## config.mk

```make
export PLATFORM = sky130hd
export DESIGN_NAME = ccdfr_sequencer
export DESIGN_NICKNAME = d
export VERILOG_FILES = /design/src/ccdfr_pkg.sv /design/src/ccdfr_stream_if.sv /design/src/ccdfr_fifo.sv /design/src/ccdfr_sequencer.sv
export SDC_FILE = /design/constraint.sdc
export NUM_CORES = 1
export LEC_CHECK = 0
export BUFFER_PORTS_ARGS = -buffer_cell sky130_fd_sc_hd__buf_4
export CAP_MARGIN = 10
export CORE_UTILIZATION = 33
export DETAILED_ROUTE_END_ITERATION = 10
export PLACE_DENSITY = 0.44
export SLEW_MARGIN = 20
export SYNTH_ARGS = -nofsm -noshare
export SYNTH_HDL_FRONTEND = slang
export SYNTH_SLANG_ARGS = --single-unit
```

## constraint.sdc

```tcl
create_clock -name i_mclk -period 4.37 [get_ports i_mclk]
set_input_delay 0.874 -clock i_mclk [delete_from_list [all_inputs] [get_ports i_mclk]]
set_output_delay 0.874 -clock i_mclk [all_outputs]
set_load 0.01 [all_outputs]
```

## src/ccdfr_pkg.sv

```systemverilog
// Shared constants and types for the CCD frame readout sequencer
package ccdfr_pkg;

  // ----------------------------------------------------------------
  // Array geometry
  // ----------------------------------------------------------------
  localparam int LEAD_DARK_PIX  = 4;
  localparam int ACTIVE_COLS    = 512;
  localparam int TRAIL_DARK_PIX = 8;
  localparam int LINE_PIX       = LEAD_DARK_PIX + ACTIVE_COLS + TRAIL_DARK_PIX;
  localparam int TOP_DARK_LINES = 4;
  localparam int ACTIVE_ROWS    = 512;
  localparam int BOT_DARK_LINES = 4;
  localparam int FRAME_LINES    = TOP_DARK_LINES + ACTIVE_ROWS + BOT_DARK_LINES;

  // ----------------------------------------------------------------
  // Counter widths and limits
  // ----------------------------------------------------------------
  localparam int COL_W   = 10;
  localparam int ROW_W   = 10;
  localparam int PSTEP_W = 4;
  localparam int VCNT_W  = 8;
  localparam int VSTEP_W = 2;

  localparam logic [COL_W-1:0] LAST_COL = COL_W'(LINE_PIX - 1);
  localparam logic [ROW_W-1:0] LAST_ROW = ROW_W'(FRAME_LINES - 1);

  // ----------------------------------------------------------------
  // Timing
  // ----------------------------------------------------------------
  localparam int CLK_PERIOD_NS = 100;
  // Least dwell of each vertical phase state
  localparam int V_STEP_NS     = 1000;
  localparam int V_STEP_CYC    = (V_STEP_NS + CLK_PERIOD_NS - 1) / CLK_PERIOD_NS;
  localparam logic [VCNT_W-1:0] V_STEP_LAST = VCNT_W'(V_STEP_CYC - 1);

  // Vertical transfer patterns, one per step
  localparam logic [VSTEP_W-1:0] VSTEP_MERGE  = 2'h0;
  localparam logic [VSTEP_W-1:0] VSTEP_INVERT = 2'h1;
  localparam logic [VSTEP_W-1:0] VSTEP_SECOND = 2'h2;
  localparam logic [VSTEP_W-1:0] VSTEP_END    = 2'h3;

  // Pixel cycle: ten clocks, one microsecond per pixel at 10 MHz
  localparam logic [PSTEP_W-1:0] PIX_LAST   = 4'h9;
  localparam logic [PSTEP_W-1:0] STEP_RST   = 4'h0;
  localparam logic [PSTEP_W-1:0] STEP_SREF  = 4'h2;
  localparam logic [PSTEP_W-1:0] STEP_HSWAP = 4'h5;
  localparam logic [PSTEP_W-1:0] STEP_SSIG  = 4'h6;
  // Strobe to synchronised sample: one cycle front end, two sync stages
  localparam logic [PSTEP_W-1:0] CAP_LAT    = 4'h3;
  localparam logic [PSTEP_W-1:0] STEP_CREF  = STEP_SREF + CAP_LAT;
  localparam logic [PSTEP_W-1:0] STEP_CSIG  = STEP_SSIG + CAP_LAT;

  localparam int FIFO_DEPTH = 32;

  typedef enum logic [1:0] {
    ST_IDLE,
    ST_EXPOSE,
    ST_VXFER,
    ST_HREAD
  } ccdfr_state_t;

endpackage : ccdfr_pkg

```

## src/ccdfr_stream_if.sv

```systemverilog
// Valid/ready stream carrier between sequencer and pixel FIFO
interface ccdfr_stream_if #(
  parameter int WIDTH = 16
);
  logic [WIDTH-1:0] data;
  logic             valid;
  logic             ready;

  modport src (output data, output valid, input ready);
  modport snk (input data, input valid, output ready);
endinterface : ccdfr_stream_if

```

## src/ccdfr_fifo.sv

```systemverilog
// Pixel FIFO with registered output word
module ccdfr_fifo #(
  parameter int WIDTH = 16,
  parameter int DEPTH = 32
) (
  input  wire logic       i_mclk,
  input  wire logic       i_resetn,
  input  wire logic       i_ce,
  ccdfr_stream_if.snk     s_in,
  ccdfr_stream_if.src     s_out
);

  localparam int ADDR_W = $clog2(DEPTH);

  if (DEPTH < 2 || (1 << ADDR_W) != DEPTH)
  begin : g_chk
    $error("ccdfr_fifo: DEPTH must be a power of two of at least 2");
  end

  typedef struct packed {
    logic [ADDR_W-1:0] wr;
    logic [ADDR_W-1:0] rd;
    logic [ADDR_W:0]   cnt;
    logic              ovalid;
    logic [WIDTH-1:0]  odata;
  } ccdfr_fifo_st_t;

  ccdfr_fifo_st_t   q;
  ccdfr_fifo_st_t   d;
  logic [WIDTH-1:0] mem [DEPTH];
  logic             push;
  logic             load;

  assign s_in.ready  = (q.cnt != (ADDR_W+1)'(DEPTH));
  assign s_out.valid = q.ovalid;
  assign s_out.data  = q.odata;

  always_comb
  begin
    d    = q;
    push = s_in.valid && s_in.ready;
    // Refill the output word whenever it is empty or being taken
    load = (q.cnt != '0) && (!q.ovalid || s_out.ready);
    if (push)
    begin
      d.wr = q.wr + 1'b1;
    end
    if (load)
    begin
      d.rd     = q.rd + 1'b1;
      d.odata  = mem[q.rd];
      d.ovalid = 1'b1;
    end
    else if (s_out.ready)
    begin
      d.ovalid = 1'b0;
    end
    if (push && !load)
    begin
      d.cnt = q.cnt + 1'b1;
    end
    else if (!push && load)
    begin
      d.cnt = q.cnt - 1'b1;
    end
  end

  always_ff @(posedge i_mclk)
  begin
    if (!i_resetn)
    begin
      q <= '0;
    end
    else if (i_ce)
    begin
      q <= d;
      if (push)
      begin
        mem[q.wr] <= s_in.data;
      end
    end
  end

endmodule : ccdfr_fifo

```

## src/ccdfr_sequencer.sv

```systemverilog
// Timing generator and CDS readout for a full-frame two-phase CCD
//
// What this block does
// Lines carry 4 lead, 8 trail dark pixels
// Frames carry 4 dark lines each end
// Active area is 512 by 512 pixels
// Shutter closed throughout readout; strobe at exposure
// Low gain: gate B blocks, A follows H2
// High gain: gate A blocks, B follows H2
// Pulse node reset after each pixel sampled
// Both vertical phases low during exposure
// Line transfer starts raising A, B low
// Then invert both vertical phases together
// Sensor moves row out on B rise
// Second transition, then A low ends transfer
// Horizontal phases complementary, one cycle per pixel
// Sensor dumps charge on H2 falling edge
// Rows move to serial register, then pixels out
// Repeat transfer and readout for every line
// One driver each for vertical phases A, B
// Correlated double sampling: reference, then signal
// 524 pixels per line, 520 lines per frame
// Output selection fixed for a whole frame
module ccdfr_sequencer #(
  parameter int DATA_W = 14,
  parameter int EXP_W  = 24,
  parameter int DEPTH  = ccdfr_pkg::FIFO_DEPTH
) (
  input  wire logic              i_mclk,
  input  wire logic              i_resetn,
  input  wire logic              i_ce,
  input  wire logic              i_start,
  input  wire logic              i_high_gain,
  input  wire logic [EXP_W-1:0]  i_exposure_cycles,
  input  wire logic [DATA_W-1:0] i_video_data,
  input  wire logic              i_pix_ready,
  output logic                   o_vertical_phase_a,
  output logic                   o_vertical_phase_b,
  output logic                   o_h_phase_1,
  output logic                   o_h_phase_2,
  output logic                   o_split_gate_a,
  output logic                   o_split_gate_b,
  output logic                   o_node_reset,
  output logic                   o_sample_ref,
  output logic                   o_sample_sig,
  output logic                   o_shutter_open,
  output logic                   o_strobe_fire,
  output logic                   o_busy,
  output logic                   o_frame_done,
  output logic [DATA_W-1:0]      o_pix_data,
  output logic                   o_pix_sof,
  output logic                   o_pix_eol,
  output logic                   o_pix_valid
);

  // ----------------------------------------------------------------
  // Elaboration checks
  // ----------------------------------------------------------------
  if (DATA_W < 2 || DATA_W > 30)
  begin : g_chk_data
    $error("ccdfr_sequencer: DATA_W out of range");
  end
  if (EXP_W < 1 || EXP_W > 32)
  begin : g_chk_exp
    $error("ccdfr_sequencer: EXP_W out of range");
  end
  if (ccdfr_pkg::V_STEP_CYC > (1 << ccdfr_pkg::VCNT_W))
  begin : g_chk_vstep
    $error("ccdfr_sequencer: vertical step too long for its counter");
  end

  localparam int PIX_W = DATA_W + 2;

  // ----------------------------------------------------------------
  // State
  // ----------------------------------------------------------------
  typedef struct packed {
    ccdfr_pkg::ccdfr_state_t             state;
    logic [DATA_W-1:0]                   sync1;
    logic [DATA_W-1:0]                   sync2;
    logic                                hi_gain;
    logic [EXP_W-1:0]                    exp_cnt;
    logic [ccdfr_pkg::VSTEP_W-1:0]       vstep;
    logic [ccdfr_pkg::VCNT_W-1:0]        vcnt;
    logic [ccdfr_pkg::PSTEP_W-1:0]       pstep;
    logic [ccdfr_pkg::COL_W-1:0]         col;
    logic [ccdfr_pkg::ROW_W-1:0]         row;
    logic [DATA_W-1:0]                   ref_lvl;
    logic                                va;
    logic                                vb;
    logic                                h1;
    logic                                h2;
    logic                                sga;
    logic                                sgb;
    logic                                nrst;
    logic                                sref;
    logic                                ssig;
    logic                                shutter;
    logic                                strobe;
    logic                                done;
  } ccdfr_seq_st_t;

  ccdfr_seq_st_t   q;
  ccdfr_seq_st_t   d;
  logic            push_valid;
  logic [PIX_W-1:0] push_data;
  logic            stall;
  logic [DATA_W-1:0] cds_val;

  ccdfr_stream_if #(.WIDTH(PIX_W)) push_if ();
  ccdfr_stream_if #(.WIDTH(PIX_W)) pop_if ();

  // ----------------------------------------------------------------
  // Sequencer
  // ----------------------------------------------------------------
  always_comb
  begin
    d          = q;
    push_valid = 1'b0;
    cds_val    = '0;
    d.done     = 1'b0;
    d.strobe   = 1'b0;
    // Video pins are asynchronous to i_mclk; two stages before use
    d.sync1    = i_video_data;
    d.sync2    = q.sync1;
    // Video falls as charge arrives: pixel is reference minus signal
    if (q.ref_lvl > q.sync2)
    begin
      cds_val = q.ref_lvl - q.sync2;
    end
    push_data = {(q.row == '0) && (q.col == '0), q.col == ccdfr_pkg::LAST_COL, cds_val};
    // A full FIFO holds the pixel at its last step, H1 high, charge parked
    stall     = (q.state == ccdfr_pkg::ST_HREAD) && (q.pstep == ccdfr_pkg::PIX_LAST)
                && !push_if.ready;
    // The front end lets go of the signal word after a few cycles; keep it through a stall
    if (stall)
    begin
      d.sync2 = q.sync2;
    end

    case (q.state)
      ccdfr_pkg::ST_IDLE:
      begin
        if (i_start)
        begin
          d.hi_gain = i_high_gain;
          d.row     = '0;
          d.vstep   = ccdfr_pkg::VSTEP_MERGE;
          d.vcnt    = '0;
          if (i_exposure_cycles != '0)
          begin
            d.exp_cnt = i_exposure_cycles - 1'b1;
            d.state   = ccdfr_pkg::ST_EXPOSE;
            d.strobe  = 1'b1;
          end
          else
          begin
            d.state = ccdfr_pkg::ST_VXFER;
          end
        end
      end

      ccdfr_pkg::ST_EXPOSE:
      begin
        if (q.exp_cnt == '0)
        begin
          d.state = ccdfr_pkg::ST_VXFER;
        end
        else
        begin
          d.exp_cnt = q.exp_cnt - 1'b1;
        end
      end

      ccdfr_pkg::ST_VXFER:
      begin
        if (q.vcnt == ccdfr_pkg::V_STEP_LAST)
        begin
          d.vcnt = '0;
          if (q.vstep == ccdfr_pkg::VSTEP_END)
          begin
            // Row now sits in the serial register; shift it out
            d.state = ccdfr_pkg::ST_HREAD;
            d.pstep = '0;
            d.col   = '0;
          end
          else
          begin
            d.vstep = q.vstep + 1'b1;
          end
        end
        else
        begin
          d.vcnt = q.vcnt + 1'b1;
        end
      end

      ccdfr_pkg::ST_HREAD:
      begin
        if (q.pstep == ccdfr_pkg::STEP_CREF)
        begin
          d.ref_lvl = q.sync2;
        end
        if (q.pstep == ccdfr_pkg::PIX_LAST)
        begin
          push_valid = 1'b1;
          if (!stall)
          begin
            d.pstep = '0;
            if (q.col == ccdfr_pkg::LAST_COL)
            begin
              d.col = '0;
              if (q.row == ccdfr_pkg::LAST_ROW)
              begin
                d.state = ccdfr_pkg::ST_IDLE;
                d.done  = 1'b1;
              end
              else
              begin
                d.row   = q.row + 1'b1;
                d.state = ccdfr_pkg::ST_VXFER;
                d.vstep = ccdfr_pkg::VSTEP_MERGE;
                d.vcnt  = '0;
              end
            end
            else
            begin
              d.col = q.col + 1'b1;
            end
          end
        end
        else
        begin
          d.pstep = q.pstep + 1'b1;
        end
      end

      default:
      begin
        d.state = ccdfr_pkg::ST_IDLE;
      end
    endcase

    // --------------------------------------------------------------
    // Pin levels derived from the next state, so every pin is a flop
    // --------------------------------------------------------------
    d.shutter = (d.state == ccdfr_pkg::ST_EXPOSE);
    d.va      = 1'b0;
    d.vb      = 1'b0;
    if (d.state == ccdfr_pkg::ST_VXFER)
    begin
      case (d.vstep)
        ccdfr_pkg::VSTEP_MERGE:
        begin
          d.va = 1'b1;
        end
        ccdfr_pkg::VSTEP_INVERT:
        begin
          d.vb = 1'b1;
        end
        ccdfr_pkg::VSTEP_SECOND:
        begin
          d.va = 1'b1;
        end
        default:
        begin
          d.va = 1'b0;
        end
      endcase
    end

    // Serial clocks idle with H2 high so the first fall is a real dump
    d.h1   = 1'b0;
    d.h2   = 1'b1;
    d.nrst = 1'b0;
    d.sref = 1'b0;
    d.ssig = 1'b0;
    if (d.state == ccdfr_pkg::ST_HREAD)
    begin
      d.h1   = (d.pstep >= ccdfr_pkg::STEP_HSWAP);
      d.h2   = (d.pstep <  ccdfr_pkg::STEP_HSWAP);
      // Node reset opens the pixel, after the previous signal sample
      d.nrst = (d.pstep == ccdfr_pkg::STEP_RST);
      d.sref = (d.pstep == ccdfr_pkg::STEP_SREF);
      d.ssig = (d.pstep == ccdfr_pkg::STEP_SSIG);
    end
    d.sga = d.hi_gain ? 1'b0 : d.h2;
    d.sgb = d.hi_gain ? d.h2 : 1'b0;
  end

  always_ff @(posedge i_mclk)
  begin
    if (!i_resetn)
    begin
      q       <= '0;
      q.state <= ccdfr_pkg::ST_IDLE;
      q.h2    <= 1'b1;
    end
    else if (i_ce)
    begin
      q <= d;
    end
  end

  // ----------------------------------------------------------------
  // Pixel FIFO
  // ----------------------------------------------------------------
  assign push_if.valid = push_valid;
  assign push_if.data  = push_data;
  assign pop_if.ready  = i_pix_ready;

  ccdfr_fifo #(
    .WIDTH (PIX_W),
    .DEPTH (DEPTH)
  ) u_fifo (
    .i_mclk   (i_mclk),
    .i_resetn (i_resetn),
    .i_ce     (i_ce),
    .s_in     (push_if),
    .s_out    (pop_if)
  );

  // ----------------------------------------------------------------
  // Outputs
  // ----------------------------------------------------------------
  // Single net each for vertical A and B; all sensor pins share it
  assign o_vertical_phase_a = q.va;
  assign o_vertical_phase_b = q.vb;
  assign o_h_phase_1        = q.h1;
  assign o_h_phase_2        = q.h2;
  assign o_split_gate_a     = q.sga;
  assign o_split_gate_b     = q.sgb;
  assign o_node_reset       = q.nrst;
  assign o_sample_ref       = q.sref;
  assign o_sample_sig       = q.ssig;
  assign o_shutter_open     = q.shutter;
  assign o_strobe_fire      = q.strobe;
  assign o_busy             = (q.state != ccdfr_pkg::ST_IDLE);
  assign o_frame_done       = q.done;
  assign o_pix_data         = pop_if.data[DATA_W-1:0];
  assign o_pix_eol          = pop_if.data[DATA_W];
  assign o_pix_sof          = pop_if.data[DATA_W+1];
  assign o_pix_valid        = pop_if.valid;

endmodule : ccdfr_sequencer

```

== After elaboration in Yosys (flattened, before gate mapping) ==
Memories as Yosys holds them, arrays and structs flattened. A register that Yosys moved wholly into a read port is not among the register bits.
Index checks and enable logic that the tools add are counted.

* Register bits after elaboration: 132
* Logic and storage cells: 168
* Memories: 1
* Bits in latches: 0
* Bits in writable memories: 512
* Bits in read-only memories: 0

{| class="wikitable"
|+ Memory list
! name !! words !! bits a word !! rd ports !! clocked after Yosys merged registers in !! write ports !! RTL line !! source
|-
| u_fifo.mem || 32 || 16 || 1 || 1 || 1 || ccdfr_fifo.sv:30 || <nowiki>logic [WIDTH-1:0] mem [DEPTH];</nowiki>
|}

* Reduce and logical (&&, ||, !) cells: 39
* Muxes and demuxes: 59
* Shifts and indexed selects: 0
* Add/sub/neg operators: 12
* Order comparisons: 3
* Bitwise logic cells: 1
* $mul: 0
* Div/mod/pow operators: 0
* Equality and inequality tests: 26

{| class="wikitable"
|+ Operators with widths
! kind !! count
|-
| $mux 10 || 7
|-
| $mux 24 || 2
|-
| $pmux 24 s2 || 1
|-
| $sub 24x1->24 const B || 2
|-
| $mux 14 || 3
|-
| $mux 35 || 1
|-
| $mux 34 || 1
|-
| $pmux 10 s3 || 1
|-
| $pmux 14 s2 || 1
|-
| $mux 2 || 13
|-
| $logic_not 24->1 || 1
|-
| $reduce_bool 24->1 || 1
|-
| $mux 1 || 21
|-
| $add 10x1->10 const B || 2
|-
| $eq 10x10->1 const B || 2
|-
| $logic_not 10->1 || 2
|-
| $mux 20 || 1
|-
| $pmux 10 s2 || 1
|-
| $gt 14x14->1 || 1
|-
| $ne 2x2->1 const B || 7
|-
| $reduce_and 7->1 || 2
|-
| $sub 14x14->14 || 1
|-
| $eq 2x2->1 const B || 6
|-
| $mux 6 || 2
|-
| 33 further kinds || 58
|}

== Longest topological paths before layout ==
* Depth after elaboration: 10
* Gate-level depth with buffers: 15

== By module ==
From an unflattened synthesis, not the netlist that was laid out.

* Cell total of the unflattened synthesis: 2,012
* Area total of the unflattened synthesis: 27,986.8 um^2

{| class="wikitable"
|+ By module, submodules not included
! module !! cells an instance !! area each (um^2) !! instances
|-
| ccdfr_fifo || 1,143 || 21,149.0 || 1
|-
| ccdfr_sequencer || 869 || 6,837.8 || 1
|}

== Worst setup path after synthesis ==
No wires, ideal clock.

* Path kind: flip-flop to flip-flop
* Start: reg q[12] (netlist bit)
* End: mem u_fifo.mem[0][13], data pin
* Path slack: 814 ps
* Arrival: 3,095 ps
* Data required time: 3,909 ps
* Cell stages (with the launch flop): 11
* Path buffers: 0
* Clock period less this slack: 3,556 ps
* Cell sequence: dfxtp_1 inv_1 ha_1 inv_1 fa_1 a211oi_1 o211ai_1 a41oi_1 nor4_1 o21ai_0 nor3b_1

* Longest elaborated chain between the ends: 2
* Elaborated cells on any way between the ends: 3
* Classes of those cells: add/sub (1); order compare (1); mux (1)

{| class="wikitable"
|+ RTL lines
! item !! RTL line !! source
|-
| start: declaration || ccdfr_sequencer.sv:103 || <nowiki>ccdfr_seq_st_t q;</nowiki>
|-
| $sub 14x14->14 / $gt 14x14->1 (equally long branches) || ccdfr_sequencer.sv:129, ccdfr_sequencer.sv:127 ||
|-
| $mux 14 * || ccdfr_sequencer.sv:127 || <nowiki>if (q.ref_lvl > q.sync2)</nowiki>
|-
| net cds_val[13] || ccdfr_sequencer.sv:108 || <nowiki>logic [DATA_W-1:0] cds_val;</nowiki>
|-
| end: declaration || ccdfr_fifo.sv:30 ||
|}

The timed path passes the listed nets; every way through them passes the cells marked *.

== Final worst setup path ==
* Start: reg q[85] (netlist bit)
* End: mem u_fifo.mem[3][3], data pin

Same word-level chain as after synthesis.

==> metrics.csv <==
metric;value;unit
status;finished clean;
clkSinkCount;660;
slew_headroom;34.6;%
fp.dieW;292;um
worstPathCellList;ha_1 > inv_1 > fa_1 > a211oi_1 > o211ai_1 > a41oi_1 > nor4_1 > o21ai_1 > buf_4 > nor3b_2 > buf_4;
antenna_found_initial;1;
htreeDepth;3;
min_path_type;reg -> reg;
whs;0.456;ns
avgSynthCellArea;15.2;um^2
ys.flop_type;edfxtp_1;
worstPathRequired;4.68;ns
worstSetupPathType;reg -> reg;
core;83600;um^2
drtPass1Iterations;5;
drtIter0Drc;1114;
period_needed;3.29;ns
worstHoldEndpoint;q[87]$_SDFFE_PN0P_;
max_freq;304;MHz
diodes;0;
final_cells;3095;
final_layout_size_suffix_gt1_share;24.6;%
cp_slowest_cell;fa_1;
synth_edf_count;512;
wire_per_inst;23.6;um
cts_buffer_depth;3;
slowest_delay;0.42;ns
grt_usage;17.3;%
cts_buffers;74;
ir_drop;0.331;mV
synth-async-reset-ratio;0;%
finalNetCount;2039;
portBuffers;73;
num_rows;106;
powerDensity;476;nW/um^2
crit_fanout;32;
cp_data_arrival_time;3.61;ns
critical_path_buf_inv_count;3;
leakage;11.0;nW
slew_viol_final;0;
die-height;292;um
finalSetupTns;0;ns
yosys.cell_count.top_type;edfxtp_1;
place_ws;0.996;ns
globalplace.congestion;0.795;
cts_tree;yes;
path_clk_slew;0.06;ns
end_kind;flop;
yosys_warnings;0;
rr_startpoint;q[85]$_SDFFE_PN0P_;
synth_top_area_share;55.3;%
post-cts-setup-buffers;0;
max_cap_viol_count;0;
rrSetupSlack;1.08;ns
ant_nets;0;
yosysSeqAreaShare;65.9;%
cpLargestDelayFamily;compound AO/OA/AOI/OAI gates;
die_area;85400;um^2
yosys-top-cells-area;edfxtp_1, mux4_2, dfxtp_1;
synth_cell_type_count;74;
dp_cells;2962;
tightest_slew;0.978;ns
fillers;7788;
syn_nets;1905;
io_pins;74;
grt_pass1_vias;16600;
cts_hold_buf;0;
synth_top_cells_by_count;edfxtp_1, mux4_2, nor2_1;
routed_wl;73100;um
reg2regPathDepth;11;
rsz0062_at_grt;no;
hold_start;q[101]$_SDFFE_PN0P_;
start_util;33.3;%
finClkSkew;0.0227;ns
clk_latency;0.62;ns
rr_endpoint;u_fifo.mem[3][3]$_DFFE_PP_;
post-route-period-util;75.4;%
dpl.hpwl;46900;um
setup_ws;1.08;ns
cp-start-kind;flop;
netlist_instances;1824;
ys_ff_latch;660;
drc;0;
crit_top_cell;buf_4;
area_delta_synth_final;17.2;%
vias_per_cell;5.27;
ctsRootBufferMaster;clkbuf_16;
gr-total-overflow;0;
hold_path_depth;2;
grt_max_degree;71;
hold_viol;0;
via_count;16300;
synth_top_cell_by_area;edfxtp_1;
grt_pass1_wl;110000;um
postCtsResizedCells;0;
setup-violations-final;0;
synth_area;27800;um^2
## cells in the final DEF, fill, tap and decap left out, types with 12 or more instances in the layout
master,count
mux4_2,160
nor2_1,114
a21oi_1,92
xor2_1,16
nor4_1,24
edfxtp_1,512
nand2_1,119
nand4_1,12
nor3_1,37
clkinv_2,13
or3_1,13
nand3_1,23
clkbuf_1,24
ha_1,35
buf_12,16
clkbuf_16,74
dfxtp_1,144
nor2_2,41
xnor2_1,42
buf_4,147
a211oi_1,12
inv_1,44
o21ai_0,55
mux2i_1,42
## state kept, by name, summed over array words and instances (netlist names), 16 cells and up
signal	count
u_fifo.q	16
u_fifo.s_out.data	16
q	103
u_fifo.mem	512
## layer usage
layer  GRT usage (%)  vias to the layer above  part of all wire, %
met5               0                        -                    0
met4            4.34                        0                  2.1
met3            3.43                       98                  5.0
met2            27.7                      395                   47
met1            24.1                     8419                   46
li1                -                     7385                    -
## cell type report
type	instances	area (um^2)	share of cell area, %
tap	1080	1350	4.15
multi-input combinational	1013	8990	27.6
clock buffer	101	1980	6.09
clock inverter	32	314	0.964
inverter	46	174	0.534
sequential	660	18300	56.3
timing repair buffer	163	1420	4.37
## worst max path at each step
stage	start	end	slack, ns	cells past startpoint
6_report	q[85]$_SDFFE_PN0P_	u_fifo.mem[3][3]$_DFFE_PP_	1.08	11
5_1_grt	q[46]$_SDFFE_PN0P_	u_fifo.q[22]$_SDFFE_PN0P_	0.85	13
4_1_cts	q[85]$_SDFFE_PN0P_	u_fifo.mem[3][3]$_DFFE_PP_	1.04	11
3_5_place_dp	i_exposure_cycles[8]	q[60]$_SDFFE_PN0P_	1.0	8
3_3_place_gp	i_exposure_cycles[8]	q[60]$_SDFFE_PN0P_	1.05	8
2_1_floorplan	q[12]$_SDFFE_PN0P_	u_fifo.mem[0][13]$_DFFE_PP_	0.81	10
## worst reg2reg max path, cell delays in order, from the launching register on
cell and delay (ns):
dfxtp_1 0.35, ha_1 0.17, inv_1 0.05, fa_1 0.42, a211oi_1 0.33, o211ai_1 0.17
a41oi_1 0.39, nor4_1 0.08, o21ai_1 0.35, buf_4 0.33, nor3b_2 0.08, buf_4 0.26
## metrics by stage
stage | power [mW] | utilization [%] | instance area (um^2)
finish | 15.5 | 39.0 | 32600
global route | 16.1 | 39.0 | 32600
CTS | 15.7 | 39.0 | 32600
detailed placement | 9.75 | 36.2 | 30300
global placement | 9.74 | 36.2 | 30300
floorplan | 8.91 | - | 27800
## kinds of logic after synthesis
family,count (synthesis),share of synthesized area (%)
fa+ha+maj,37,1.72
compound gates,258,5.77
buf+inv,151,2.25
mux,204,14.6
xor+xnor,58,1.83
flops,660,65.9
simple gates,456,7.94
## report_power, final
| part | internal (mW) | switching [mW] | leakage, nW | total, mW |
|---|---|---|---|---|
| Clock | 3.39 | 2.55 | 1.12 | 5.93 |
| Sequential | 6.96 | 0.177 | 6.39 | 7.13 |
| Combinational | 1.10 | 1.33 | 3.48 | 2.43 |
| Total | 11.4 | 4.06 | 11.0 | 15.5 |
Note: power is estimated with default switching activity, not from simulation.
